File: src/hdl/szac_consts.svh
// Constants for the secure zone access controller: bit map, register offsets,
// field positions and reset values.
// Assumes inclusion by bare name from the design module and the testbench files.
`ifndef SZAC_CONSTS_SVH
`define SZAC_CONSTS_SVH

// -----------------------------------------------------------------------------
// Bit address map
// -----------------------------------------------------------------------------
`define SZAC_MEM_BITS     480
`define SZAC_ADDR_W       9
`define SZAC_FAB_LO       9'h000
`define SZAC_FAB_HI       9'h00F
`define SZAC_ISS_LO       9'h010
`define SZAC_ISS_HI       9'h04F
`define SZAC_CODE_LO      9'h050
`define SZAC_CODE_HI      9'h05F
`define SZAC_TALLY_LO     9'h060
`define SZAC_TALLY_LIVE   9'h063
`define SZAC_TALLY_HI     9'h06F
`define SZAC_CGZ_LO       9'h070
`define SZAC_CGZ_HI       9'h0AF
`define SZAC_AREA_LO      9'h0B0
`define SZAC_WR_PERMIT    9'h0B0
`define SZAC_RD_PERMIT    9'h0B1
`define SZAC_AREA_HI      9'h1AF
`define SZAC_KEY_LO       9'h1B0
`define SZAC_KEY_HI       9'h1DF
// A fresh card leaves its four live tally bits erased, so the code can be presented.
`define SZAC_MEM_RESET    (480'hF << `SZAC_TALLY_LO)

// -----------------------------------------------------------------------------
// Register offsets and fields
// -----------------------------------------------------------------------------
`define SZAC_REG_CMD      8'h00
`define SZAC_REG_KEY_LO   8'h04
`define SZAC_REG_KEY_HI   8'h08
`define SZAC_REG_FUSE     8'h0C
`define SZAC_REG_STATUS   8'h10
`define SZAC_FUSE_FAB     0
`define SZAC_FUSE_ISS     1
`define SZAC_KEY_W        48
`define SZAC_CODE_W       16
`define SZAC_KEY_HI_W     16
`define SZAC_ZERO32       32'h0000_0000

`endif

File: src/hdl/szac_pkg.sv
// Types shared by the secure zone access controller.
// Assumes szac_consts.svh is on the include path.
package szac_pkg;
	typedef enum logic [2:0] {
		OP_READ  = 3'h0,
		OP_WRITE = 3'h1,
		OP_ERASE = 3'h2,
		OP_CODE  = 3'h3,
		OP_KEY   = 3'h4
	} szac_op_t;

	typedef struct packed {
		logic [6:0] rsv_hi;
		logic [8:0] addr;
		logic [6:0] rsv_mid;
		logic       data;
		logic [4:0] rsv_lo;
		szac_op_t   op;
	} szac_cmd_t;

	typedef struct packed {
		logic [25:0] rsv;
		logic        blocked;
		logic        rd_bit;
		logic        granted;
		logic        level2;
		logic        wipe_ok;
		logic        code_ok;
	} szac_status_t;
endpackage : szac_pkg

File: src/hdl/szac_access_ctrl.sv
// Access control of a serial secure memory card: holds the protected bit array
// and grants or refuses each read, single-bit write, erase and compare.
// Assumes an APB master on CLK and a level fuse pin synchronous to CLK.
//
// Summary of operation
// - Fabrication zone writable while fab fuse intact, read-only after it blows.
// - Blown issuer fuse also locks fabrication zone writes.
// - Issuer zone writable after verification before issuer fuse blows, read-only after.
// - Issuer zone reads always granted.
// - Matching access code sets code verified flag; guarded access needs it.
// - Access code rewritable in either level only after verification.
// - Verified code gates application area and code guarded zone writes, erases.
// - All four live tally bits cleared blocks guarded access until reset.
// - Tally erase refused unless code verified.
// - Any tally erase erases the whole sixteen-bit tally word.
// - Code guarded zone always readable, writable only after verification.
// - Bit 176 is area write permit, bit 177 area read permit.
// - Level 1 verified erase of any area bit erases the whole area.
// - Level 2 area erase needs code and wipe key verified.
// - Matching wipe key sets wipe key verified flag.
// - Area erases are unlimited and uncounted.
// - Area bit writes need verification, and in level 2 the write permit.
// - Area reads granted when read permit or code verified flag is set.
// - Wipe key writable in level 1 after verification, locked once issuer blown.
// - Level 2 when fuse pin low or issuer fuse blown, else level 1.
`include "szac_consts.svh"
`timescale 1ns/1ns
`default_nettype none

module szac_access_ctrl (
	// Clock and reset
	input  wire logic        CLK,
	input  wire logic        RST,
	// APB slave
	input  wire logic        PSEL,
	input  wire logic        PENABLE,
	input  wire logic        PWRITE,
	input  wire logic [7:0]  PADDR,
	input  wire logic [31:0] PWDATA,
	output logic      [31:0] PRDATA,
	output logic             PREADY,
	output logic             PSLVERR,
	// Card pin
	input  wire logic        FUSE_LEVEL_INPUT
);

	// -------------------------------------------------------------------------
	// Bus decode
	// -------------------------------------------------------------------------
	logic [`SZAC_MEM_BITS-1:0] mem_q;
	logic [`SZAC_MEM_BITS-1:0] mem_d;
	logic [`SZAC_KEY_W-1:0]    key_q;
	logic                      fab_blown_q;
	logic                      iss_blown_q;
	logic                      code_ok_q;
	logic                      wipe_ok_q;
	logic                      granted_q;
	logic                      rd_bit_q;
	logic [31:0]               prdata_q;

	wire setup     = PSEL & ~PENABLE;
	wire access    = PSEL & PENABLE;
	wire wr_acc    = access & PWRITE;
	wire hit_cmd   = PADDR == `SZAC_REG_CMD;
	wire hit_klo   = PADDR == `SZAC_REG_KEY_LO;
	wire hit_khi   = PADDR == `SZAC_REG_KEY_HI;
	wire hit_fuse  = PADDR == `SZAC_REG_FUSE;
	wire hit_stat  = PADDR == `SZAC_REG_STATUS;
	wire mapped    = hit_cmd | hit_klo | hit_khi | hit_fuse | hit_stat;
	wire exec      = wr_acc & hit_cmd;

	szac_pkg::szac_cmd_t cmd;
	assign cmd = szac_pkg::szac_cmd_t'(PWDATA);
	wire [`SZAC_ADDR_W-1:0] a = cmd.addr;

	// -------------------------------------------------------------------------
	// Security state
	// -------------------------------------------------------------------------
	wire level2     = ~FUSE_LEVEL_INPUT | iss_blown_q;
	wire tally_live = |mem_q[`SZAC_TALLY_LIVE:`SZAC_TALLY_LO];
	wire cv         = code_ok_q & tally_live;
	wire wr_permit  = mem_q[`SZAC_WR_PERMIT];
	wire rd_permit  = mem_q[`SZAC_RD_PERMIT];

	wire in_fab   = a <= `SZAC_FAB_HI;
	wire in_iss   = a >= `SZAC_ISS_LO & a <= `SZAC_ISS_HI;
	wire in_code  = a >= `SZAC_CODE_LO & a <= `SZAC_CODE_HI;
	wire in_tally = a >= `SZAC_TALLY_LO & a <= `SZAC_TALLY_HI;
	wire in_cgz   = a >= `SZAC_CGZ_LO & a <= `SZAC_CGZ_HI;
	wire in_area  = a >= `SZAC_AREA_LO & a <= `SZAC_AREA_HI;
	wire in_key   = a >= `SZAC_KEY_LO & a <= `SZAC_KEY_HI;

	// -------------------------------------------------------------------------
	// Permission decode
	// -------------------------------------------------------------------------
	wire rd_allow = in_fab | in_iss | in_tally | in_cgz
		| (in_code & cv)
		| (in_area & (rd_permit | cv))
		| (in_key & cv & ~level2);
	wire wr_allow = (in_fab & ~fab_blown_q & ~iss_blown_q)
		| (in_iss & ~iss_blown_q & cv)
		| (in_code & cv)
		| (in_tally & ~cmd.data)
		| (in_cgz & cv)
		| (in_area & cv & (~level2 | wr_permit))
		| (in_key & cv & ~level2 & ~iss_blown_q);
	wire era_tally = in_tally & cv;
	wire era_area  = in_area & cv & (~level2 | wipe_ok_q);
	wire era_bit   = wr_allow & ~in_tally & ~in_area;

	wire op_read  = exec & cmd.op == szac_pkg::OP_READ;
	wire op_write = exec & cmd.op == szac_pkg::OP_WRITE;
	wire op_erase = exec & cmd.op == szac_pkg::OP_ERASE;
	wire op_code  = exec & cmd.op == szac_pkg::OP_CODE;
	wire op_key   = exec & cmd.op == szac_pkg::OP_KEY;

	wire do_write   = op_write & wr_allow;
	wire do_etally  = op_erase & era_tally;
	wire do_earea   = op_erase & era_area;
	wire do_ebit    = op_erase & era_bit;
	wire code_match = key_q[`SZAC_CODE_W-1:0] == mem_q[`SZAC_CODE_HI:`SZAC_CODE_LO];
	wire key_match  = key_q == mem_q[`SZAC_KEY_HI:`SZAC_KEY_LO];
	wire set_code   = op_code & tally_live & code_match;
	wire set_wipe   = op_key & cv & key_match;
	wire granted_d  = (op_read & rd_allow) | do_write | do_etally | do_earea | do_ebit
		| set_code | set_wipe;

	// -------------------------------------------------------------------------
	// Bit array next value
	// -------------------------------------------------------------------------
	genvar i;
	generate
		for (i = 0; i < `SZAC_MEM_BITS; i++) begin : g_bit
			localparam logic [`SZAC_ADDR_W-1:0] IDX = `SZAC_ADDR_W'(i);
			wire hit    = a == IDX;
			wire tallyb = IDX >= `SZAC_TALLY_LO & IDX <= `SZAC_TALLY_HI;
			wire areab  = IDX >= `SZAC_AREA_LO & IDX <= `SZAC_AREA_HI;
			wire wipe   = (do_etally & tallyb) | (do_earea & areab)
				| (do_ebit & hit);
			assign mem_d[i] = (do_write & hit) ? cmd.data : (wipe | mem_q[i]);
		end
	endgenerate

	// -------------------------------------------------------------------------
	// Registers
	// -------------------------------------------------------------------------
	always_ff @(posedge CLK) begin
		if (RST) begin
			mem_q <= `SZAC_MEM_RESET;
		end else begin
			mem_q <= mem_d;
		end
	end

	always_ff @(posedge CLK) begin
		if (RST) begin
			code_ok_q <= 1'b0;
			wipe_ok_q <= 1'b0;
		end else begin
			code_ok_q <= code_ok_q | set_code;
			wipe_ok_q <= wipe_ok_q | set_wipe;
		end
	end

	always_ff @(posedge CLK) begin
		if (RST) begin
			granted_q <= 1'b0;
			rd_bit_q  <= 1'b0;
		end else if (exec) begin
			granted_q <= granted_d;
			rd_bit_q  <= op_read & rd_allow & mem_q[a];
		end
	end

	always_ff @(posedge CLK) begin
		if (RST) begin
			key_q <= {`SZAC_KEY_W{1'b0}};
		end else if (wr_acc & hit_klo) begin
			key_q[31:0] <= PWDATA;
		end else if (wr_acc & hit_khi) begin
			key_q[`SZAC_KEY_W-1:32] <= PWDATA[`SZAC_KEY_HI_W-1:0];
		end
	end

	// Fuses only ever blow; nothing clears them but reset.
	always_ff @(posedge CLK) begin
		if (RST) begin
			fab_blown_q <= 1'b0;
			iss_blown_q <= 1'b0;
		end else if (wr_acc & hit_fuse) begin
			fab_blown_q <= fab_blown_q | PWDATA[`SZAC_FUSE_FAB];
			iss_blown_q <= iss_blown_q | PWDATA[`SZAC_FUSE_ISS];
		end
	end

	// -------------------------------------------------------------------------
	// Read data
	// -------------------------------------------------------------------------
	szac_pkg::szac_status_t status;
	assign status = '{rsv: '0, blocked: ~tally_live, rd_bit: rd_bit_q, granted: granted_q,
		level2: level2, wipe_ok: wipe_ok_q, code_ok: cv};

	wire [31:0] fuse_word = {30'h0, iss_blown_q, fab_blown_q};
	wire [31:0] rd_mux = hit_stat ? 32'(status) : hit_fuse ? fuse_word : `SZAC_ZERO32;

	// Read data is captured in the setup phase; keys and commands read as zero.
	always_ff @(posedge CLK) begin
		if (RST) begin
			prdata_q <= `SZAC_ZERO32;
		end else if (setup) begin
			prdata_q <= PWRITE ? `SZAC_ZERO32 : rd_mux;
		end
	end

	assign PRDATA  = prdata_q;
	assign PREADY  = 1'b1;
	assign PSLVERR = access & ~mapped;
endmodule : szac_access_ctrl

`default_nettype wire

File: config.mk
export PLATFORM = sky130hd
export DESIGN_NAME = szac_access_ctrl
export DESIGN_NICKNAME = d
export VERILOG_FILES = /design/src/hdl/szac_pkg.sv /design/src/hdl/szac_access_ctrl.sv
export VERILOG_INCLUDE_DIRS = /design/src /design/src/hdl
export SDC_FILE = /design/constraint.sdc
export NUM_CORES = 1
export LEC_CHECK = 0
export BUFFER_PORTS_ARGS = -buffer_cell sky130_fd_sc_hd__clkbuf_2
export CORE_MARGIN = 2
export CORE_UTILIZATION = 55
export CTS_CLUSTER_DIAMETER = 100
export CTS_CLUSTER_SIZE = 8
export DETAILED_ROUTE_END_ITERATION = 8
export PLACE_DENSITY_LB_ADDON = 0.1
export SETUP_SLACK_MARGIN = 0.15
export SYNTH_ARGS = -nofsm -noshare
export SYNTH_HDL_FRONTEND = slang
export SYNTH_SLANG_ARGS = --single-unit
File: constraint.sdc
create_clock -name CLK -period 3.3 [get_ports CLK]
set_input_delay 0.66 -clock CLK [delete_from_list [all_inputs] [get_ports CLK]]
set_output_delay 0.66 -clock CLK [all_outputs]
set_load 0.01 [all_outputs]
# Yosys cells after proc, flatten, opt, wreduce, memory -nomap -nowiden
# Index checks and enable logic that the tools add are counted.
# word_totals
memories	0
input_bits	46
mem_bits_rw	0
regBits	566
rom_bits	0
output_inout_bits	34
latchBits	0
# op_classes
mux	485
shifts	0
n_mul	0
magnitude_cmp	14
bitwise_logic	1800
n_reduce_logical	5
div_mod_pow	0
addsub	0
eq_ne	489
# op_table
cell	n
9-bit equality test (second input constant)	224
9-bit by 8-bit equality test with 1-bit output (second input constant)	128
1-bit AND	1007
1-bit OR	782
9-bit by 7-bit equality test with 1-bit output (second input constant)	64
1-bit 2-to-1 mux	481
9-bit by 6-bit equality test with 1-bit output (second input constant)	32
9-bit by 5-bit equality test with 1-bit output (second input constant)	16
9-bit by 4-bit equality test with 1-bit output (second input constant)	8
32-bit 2-to-1 mux	2
48-bit equality test	1
9-bit by 3-bit equality test with 1-bit output (second input constant)	4
9-bit by 7-bit >= comparator with 1-bit output (second input constant)	3
9-bit by 7-bit less-or-equal comparator with 1-bit output (second input constant)	3
9-bit by 2-bit equality test with 1-bit output (second input constant)	2
9-bit less-or-equal comparator (second input constant)	2
16-bit equality test	1
8-bit by 4-bit equality test with 1-bit output (second input constant)	2
1-bit NOT	11
9-bit by 10-bit < comparator with 1-bit output (second input constant)	1
1-bit binary-select mux with 9-bit select	1
9-bit by 1-bit equality test with 1-bit output (second input constant)	1
9-bit by 5-bit >= comparator with 1-bit output (second input constant)	1
9-bit by 8-bit >= comparator with 1-bit output (second input constant)	1
14 further kinds	15

# Depth between registers and ports, before layout
# Gate-level depths: netlist (run 1).
# logic_depth
depth_word	17
mapped_depth	11

# Worst setup path before layout (run 1)
# Ideal clock, no wire load.
# synth_timing
kind	input to register
from	input PADDR[6]
to	register mem_q[88]
n_path_buf	3
setup_time_ns	0.138
setup_slack_ns	0.250
arrival_time_ns	2.912
cell_stages	9
cell_sequence	or4_1 -> nand4bb_1 -> or2_0 -> buf_2 -> a2111o_2 -> buf_6 -> nor2_2 -> buf_2 -> a211oi_1
# synth_between
elab_chain_len	7
elab_cells_between_ends	10
classes_between	mux: 1; bitwise: 8; reduce/logical: 1
# synth_rtl
item	line	rtl
from (decl)	szac_access_ctrl.sv:38	input wire logic [7:0] PADDR,
8-bit zero test (no source line) *	-	
1-bit AND *	szac_access_ctrl.sv:70	wire exec = wr_acc & hit_cmd;
1-bit AND	szac_access_ctrl.sv:113	wire op_erase = exec & cmd.op == szac_pkg::OP_ERASE;
1-bit AND	szac_access_ctrl.sv:120	wire do_ebit = op_erase & era_bit;
1-bit AND	szac_access_ctrl.sv:139	| (do_ebit & hit);
1-bit OR	szac_access_ctrl.sv:140	assign mem_d[i] = (do_write & hit) ? cmd.data : (wipe | mem_q[i]);
1-bit 2-to-1 mux *	szac_access_ctrl.sv:140	
to (signal assigned)	szac_access_ctrl.sv:149	mem_q <= `SZAC_MEM_RESET;
to (signal assigned)	szac_access_ctrl.sv:151	mem_q <= mem_d;
to (decl)	szac_access_ctrl.sv:50	logic [`SZAC_MEM_BITS-1:0] mem_q;
# Mark *: on every way between the ends. The rest lies on a longest branch, timed or not.
# A chain may end at the register's enable or synchronous reset.

# Worst setup path in the final report (run 1)
# layout_timing
from	input PWDATA[17]
to	register mem_q[117]
# layout_between
elab_chain_len	16
elab_cells_between_ends	48
classes_between	order compare: 13; eq/ne: 1; mux: 1; bitwise: 33
# layout_rtl
item	line	rtl
from (decl)	szac_access_ctrl.sv:39	input wire logic [31:0] PWDATA,
9-bit by 5-bit >= comparator with 1-bit output (no source line) or 9-bit by 7-bit less-or-equal comparator with 1-bit output (tied branches)	-	
1-bit AND (no source line)	-	
1-bit AND (2 in a row)	szac_access_ctrl.sv:101	| (in_iss & ~iss_blown_q & cv)
1-bit OR	szac_access_ctrl.sv:101	
1-bit OR	szac_access_ctrl.sv:102	| (in_code & cv)
1-bit OR	szac_access_ctrl.sv:103	| (in_tally & ~cmd.data)
1-bit OR	szac_access_ctrl.sv:104	| (in_cgz & cv)
1-bit OR	szac_access_ctrl.sv:105	| (in_area & cv & (~level2 | wr_permit))
1-bit OR	szac_access_ctrl.sv:106	| (in_key & cv & ~level2 & ~iss_blown_q);
1-bit AND (2 in a row)	szac_access_ctrl.sv:109	wire era_bit = wr_allow & ~in_tally & ~in_area;
1-bit AND	szac_access_ctrl.sv:120	
1-bit AND	szac_access_ctrl.sv:139	
1-bit OR	szac_access_ctrl.sv:140	
1-bit 2-to-1 mux *	szac_access_ctrl.sv:140	
# Marked as above.

==> results of run 1 <==
power by group through the flow:
stage / logic [mW] / clock network, mW / registers (mW)
after floorplan: 0.501 / 0 / 6.66
after global placement: 0.849 / 0 / 6.66
after detailed placement: 0.857 / 0 / 6.66
after CTS: 0.859 / 7.17 / 6.53
after global routing: 0.918 / 7.45 / 6.52
final: 0.888 / 7.11 / 6.53
placed cells by master (no fill, tap or decap), types with 14 or more instances in the layout:
cell type and instances:
nand4_1 14, mux2i_1 66, nand2b_1 19, a211oi_1 194
nand2_1 68, o31ai_1 70, o221a_1 22, buf_12 68
nor4_1 19, dfxtp_1 540, conb_1 27, clkbuf_16 77
buf_4 190, nor2_1 95, a31oi_1 211, o221a_2 177
a21oi_1 622, nor3_1 41, xor2_1 47, xnor2_1 17
nor3_2 26, and3_1 26, nor2_2 14, clkbuf_2 49
mux4_2 130
cell usage after synthesis (11+ instances only):
cell type,count
xor2_1,47
nand4_1,14
a31oi_1,211
mux4_2,130
nor4_1,19
nand2_1,68
nor2_1,106
a21oi_1,622
nor3_1,61
o21ai_0,11
buf_2,68
buf_4,36
o221a_1,22
nand2b_1,19
buf_1,21
xnor2_1,17
clkbuf_1,276
dfxtp_1,540
a211oi_1,194
and3_1,26
o221a_2,177
o31ai_1,70
mux2i_1,66
registers in the layout, indices dropped and copies added, names as in the netlist:
name,cells
mem_q,480
key_q,48
PRDATA,6
code_ok_q,1
fab_blown_q,1
granted_q,1
iss_blown_q,1
rd_bit_q,1
wipe_ok_q,1
critical path: cells and delay by family:
family,cells,cell delay [ps]
AND/OR/NAND/NOR,2,1400
buffers and inverters,4,970
AO/OA/AOI/OAI,2,490
final timing paths:
kind,startpoint,endpoint,depth (start not counted)
hold reg to reg,PRDATA[2],PRDATA[2],2
setup reg to reg,iss_blown_q,mem_q[117],10
setup / recovery,PWDATA[17],mem_q[117],8
hold / removal,PWDATA[31],key_q[31],3
stage by stage:
step	util	total power, mW	instances
after floorplan	-	7.16	2973
after global placement	0.607	7.51	3553
after detailed placement	0.607	7.52	3553
after CTS	0.648	14.6	3638
after global routing	0.648	14.9	3638
final	0.648	14.5	3638
cell type report:
type / count / area (um^2) / area share
flip-flops and latches: 540 / 10800 / 0.333
repair buffers: 310 / 3070 / 0.0947
inverters: 5 / 18.8 / 0.000579
well taps: 672 / 841 / 0.0259
clock buffers: 77 / 1930 / 0.0594
multi-input cells: 2026 / 15600 / 0.482
clock inverters: 8 / 129 / 0.00397
kinds of logic (layout without fill, tap and decap cells):
group | after synthesis | after routing | share of synthesized area
muxes | 201 | 201 | 0.131
other | 2 | 27 | 0.000269
buffers and inverters | 407 | 400 | 0.0629
xor gates and xnor gates | 64 | 64 | 0.0201
DFF | 540 | 540 | 0.387
AOI/OAI and AO/OA | 1365 | 1365 | 0.331
and+or+nand+nor | 369 | 369 | 0.0672
layer usage:
metal | track usage | vias to the layer above | share of wire
li1 | - | 11500 | -
met1 | 0.504 | 12900 | 0.40
met2 | 0.551 | 1640 | 0.45
met3 | 0.0812 | 296 | 0.11
met4 | 0.167 | 0 | 0.046
met5 | 0 | - | 0
==> impl_metrics.py, run 1 <==
metrics = {
    "floorplanning": {
        "start_util": 0.557,
        "fp.coreArea_um2": 50100,
        "std_cell_rows": 82,
        "io_pins": 80,
        "die_y_um": 229,
        "die_x_um": 229,
        "dieArea_um2": 52500,
    },
    "pwr": {
        "clkPwrFrac": 0.489,
        "pwr-share-comb": 0.061,
        "p_int_mw": 11.0,
        "leakage_nw": 11.4,
        "swShare": 0.242,
        "ir_drop_v": 0.000349,
        "pwr_density_cell_nw_per_um2": 448,
        "p_seq_frac": 0.450,
        "switchingPower_mw": 3.52,
    },
    "clocking": {
        "htree_levels": 3,
        "clkSinkCount": 540,
        "postCtsSetupBuffers": 0,
        "cts_root_buf": "clkbuf_16",
        "cts.hold.buffers_added": 0,
        "clk_latency_ps": 630,
        "clock_path_buffers": 3,
        "ctsResizeCount": 0,
        "cts_buffers": 77,
        "clk_pin_slew_ps": 50,
        "cts_tree": "done",
    },
    "synth": {
        "synth_top_area_cell": "dfxtp_1",
        "synth.distinct_cells": 76,
        "synth_area_leaders": "dfxtp_1 (39%), a21oi_1 (11%), mux4_2 (10%)",
        "synthArstFlopShare": 0,
        "syn-cell-area_um2": 27900,
        "synth_edf_count": 0,
        "ys_seq_area_frac": 0.387,
        "synthFlopType": "dfxtp_1",
        "synth_seq_cells": 540,
        "synth_top_cell_area_share": 0.387,
        "syn_avg_cell_area_um2": 9.46,
        "ys_warn_count": 0,
        "postSynthCellCount": 2948,
    },
    "min_path": {
        "holdCritPathClass": "input pin to register",
    },
    "final_layout": {
        "final_area_um2": 32400,
        "fillers": 4012,
        "drive_gt1_frac": 0.259,
        "area_growth_pct": 16.3,
        "n_antenna_cell": 0,
        "final_nets": 3006,
    },
    "timing": {
        "setup_ws_ps": 253,
        "slew_viol_final": 0,
        "rsz0062_at_grt": "false",
        "final_hold_viol_count": 0,
        "max_slew.worst_pin.slew_ps": 1330,
        "finalSetupTns_ps": 0,
        "whs_ps": 284,
        "fmax_ghz": 0.328,
        "fin_crit_ps": 3050,
        "skew_ps": 19.8,
        "setup_viol": 0,
        "period_share": 0.923,
        "slew_headroom": 0.106,
    },
    "drt": {
        "vias": 26300,
        "viasPerCell": 7.24,
        "firstDrtPassIters": 6,
        "wl_um": 98600,
        "drt_iter0_markers": 3834,
        "routedWlPerCell_um": 27.1,
        "ant_nets": 0,
        "drc_errors": 0,
    },
    "placement": {
        "pre_cts_ws_ps": -145,
        "place_area_um2": 30400,
        "dpl.hpwl_um": 65000,
        "gp_congestion": 0.968,
        "numPortBuffers": 52,
    },
    "worst_setup_path": {
        "max_stage_delay_ps": 1100,
        "cp-start-kind": "input pin",
        "worstSetupPathType": "input pin to register",
        "crit_top_cell": "buf_12",
        "slowest_stage": "nor3_2",
        "crit_chain": "buf_6 -> buf_12 -> buf_12 -> nand2b_1 -> nor3_2 -> buf_4 -> a31oi_1 -> a211oi_1",
        "rrSetupSlack_ps": 300,
        "critPathRequiredTime_ps": 3810,
        "end_kind": "register",
        "cp.arrival_ps": 3550,
        "crit_fanout": 16,
    },
    "grt": {
        "grt_max_degree": 177,
        "grt_pass1_vias": 25000,
        "grt_overflow_total": 0,
        "antenna_found_initial": 0,
        "grt_pass1_wl_um": 152000,
        "grt_use_total": 0.366,
    },
    "outcome": {
        "outcome": "completed",
    },
    "job": {
        "maxCapViolations": 0,
    },
}
No activity file was read; power rests on OpenSTA's default activity.
==> run 2: changes to the inputs <==
- CORE_UTILIZATION: 55 -> 40
==> run 2 against run 1 <==
Net effect:
- critical path depth rose by 1
- total power rose by 1.1%
- hold slack got worse by 4.3 ps
- utilization fell by 17 points
- combinational power rose by 3.7%
- first-iteration DRC count fell by 17%
- fmax rose by 5.5%
- register-to-register slack improved by 110 ps
- critical endpoint is now mem_q[366]
- sequential share of layout area fell by 0.43 points
- cell area rose by 1.3%
- via count fell by 1.8%
- non-clock buffer count rose by 5
==> impl_metrics.py, run 2 (synthesis results as in run 1) <==
metrics = {
    "outcome": {
        "outcome": "completed",
    },
    "clocking": {
        "cts.hold.buffers_added": 0,
        "clk_pin_slew_ps": 50,
        "cts_tree": "done",
        "clk_latency_ps": 630,
        "cts_root_buf": "clkbuf_16",
        "htree_levels": 3,
        "cts_buffers": 77,
        "clock_path_buffers": 3,
        "postCtsSetupBuffers": 0,
        "clkSinkCount": 540,
        "ctsResizeCount": 0,
    },
    "worst_setup_path": {
        "critPathRequiredTime_ps": 3800,
        "cp.arrival_ps": 3390,
        "worstSetupPathType": "register to register",
        "cp-start-kind": "register",
        "rrSetupSlack_ps": 410,
        "crit_fanout": 12,
        "end_kind": "register",
    },
    "final_layout": {
        "seq_area_um2": 10800,
        "largest_reg_flops": 480,
        "area_growth_pct": 17.8,
        "fillers": 6377,
        "multi_input_area_um2": 15600,
        "final_nets": 3011,
        "final_area_um2": 32900,
        "utilization": 0.477,
        "drive_gt1_frac": 0.261,
        "n_antenna_cell": 0,
        "top_register": "mem_q",
        "final_common_cell": "a21oi_1",
        "most-common-layout-cells": "a21oi_1 (622), dfxtp_1 (540), a31oi_1 (211), a211oi_1 (194), buf_4 (193)",
    },
    "floorplanning": {
        "die_x_um": 268,
        "dieArea_um2": 71900,
        "die_y_um": 268,
        "io_pins": 80,
        "fp.coreArea_um2": 68800,
        "std_cell_rows": 96,
        "start_util": 0.405,
    },
    "pwr": {
        "ir_drop_v": 0.000329,
        "pwr_density_cell_nw_per_um2": 447,
        "leakage_nw": 11.4,
    },
    "grt": {
        "met1_usage": 0.411,
        "antenna_found_initial": 1,
        "grt_pass1_wl_um": 161000,
        "grt_pass1_vias": 24500,
        "grt_overflow_total": 0,
        "gr-usage-met3": 0.0463,
        "grt_use_total": 0.293,
        "grt_max_degree": 103,
        "use_met2": 0.453,
        "grt-busiest-layer": "met2",
    },
    "job": {
        "maxCapViolations": 0,
    },
    "drt": {
        "firstDrtPassIters": 6,
        "wl_um": 107000,
        "ant_nets": 0,
        "drc_errors": 0,
        "drt_iter0_markers": 3188,
        "vias": 25900,
        "viasPerCell": 6.63,
        "routedWlPerCell_um": 27.5,
    },
    "timing": {
        "fmax_ghz": 0.346,
        "period_share": 0.875,
        "slew_viol_final": 0,
        "slew_headroom": 0.183,
        "max_slew.worst_pin.slew_ps": 1220,
        "rsz0062_at_grt": "false",
        "setup_viol": 0,
        "final_hold_viol_count": 0,
        "whs_ps": 280,
        "skew_ps": 18.1,
        "fin_crit_ps": 2890,
    },
    "min_path": {
        "holdCritPathClass": "input pin to register",
    },
    "placement": {
        "place_area_um2": 30800,
        "dpl.hpwl_um": 70800,
        "gp_congestion": 0.899,
        "numPortBuffers": 52,
    },
}
## run 2: cell types whose count changed in the layout (fill, tap and decap cells not counted), sizes merged
cell and delta:
inv -2, buf +6, clkinv +1
## run 2: final cells by class
type                    count  share of cell area
clock buffers              78              0.0594
well taps                 931              0.0355
clock inverters             7             0.00388
inverters                   5            0.000571
flip-flops and latches    540               0.329
repair buffers            315              0.0954
multi-input cells        2026               0.476
## run 2: final timing paths
kind                                    to  cells after the start        start
worst max-delay path            mem_q[366]                      9  iss_blown_q
worst min-delay path             key_q[27]                      3   PWDATA[27]
worst max register to register  mem_q[366]                      9  iss_blown_q
worst min register to register   PRDATA[2]                      2    PRDATA[2]
## run 2: worst max-delay path: stages, from the launching register on
cell and delay, ps:
dfxtp_1 370, nor2b_1 420, nor2_1 140, a21boi_0 210
o221ai_1 250, a2111o_2 540, buf_4 190, nor3_2 380
buf_12 200, a21oi_1 70
## run 2: stage by stage
stage	total power [mW]	std cells	setup TNS, ps	setup slack, ps
after floorplan	7.16	2973	0	250
after global placement	7.56	3817	-666	-58.7
after detailed placement	7.57	3817	-1360	-55.2
after CTS	14.8	3902	0	460
after global routing	15.1	3902	0	320
final	14.7	3902	0	412
## run 2: metal layers
layer,wire length [um],vias up
met5,13,-
met3,7970,221
met1,47200,12900
met2,48200,1171
li1,-,11600
met4,3890,2
## run 2: report_power, final
part	switching [mW]	total (mW)	internal (mW)
combinational	0.643	0.921	0.278
clock	2.98	7.24	4.26
sequential	0.000289	6.53	6.53
total	3.62	14.7	11.1
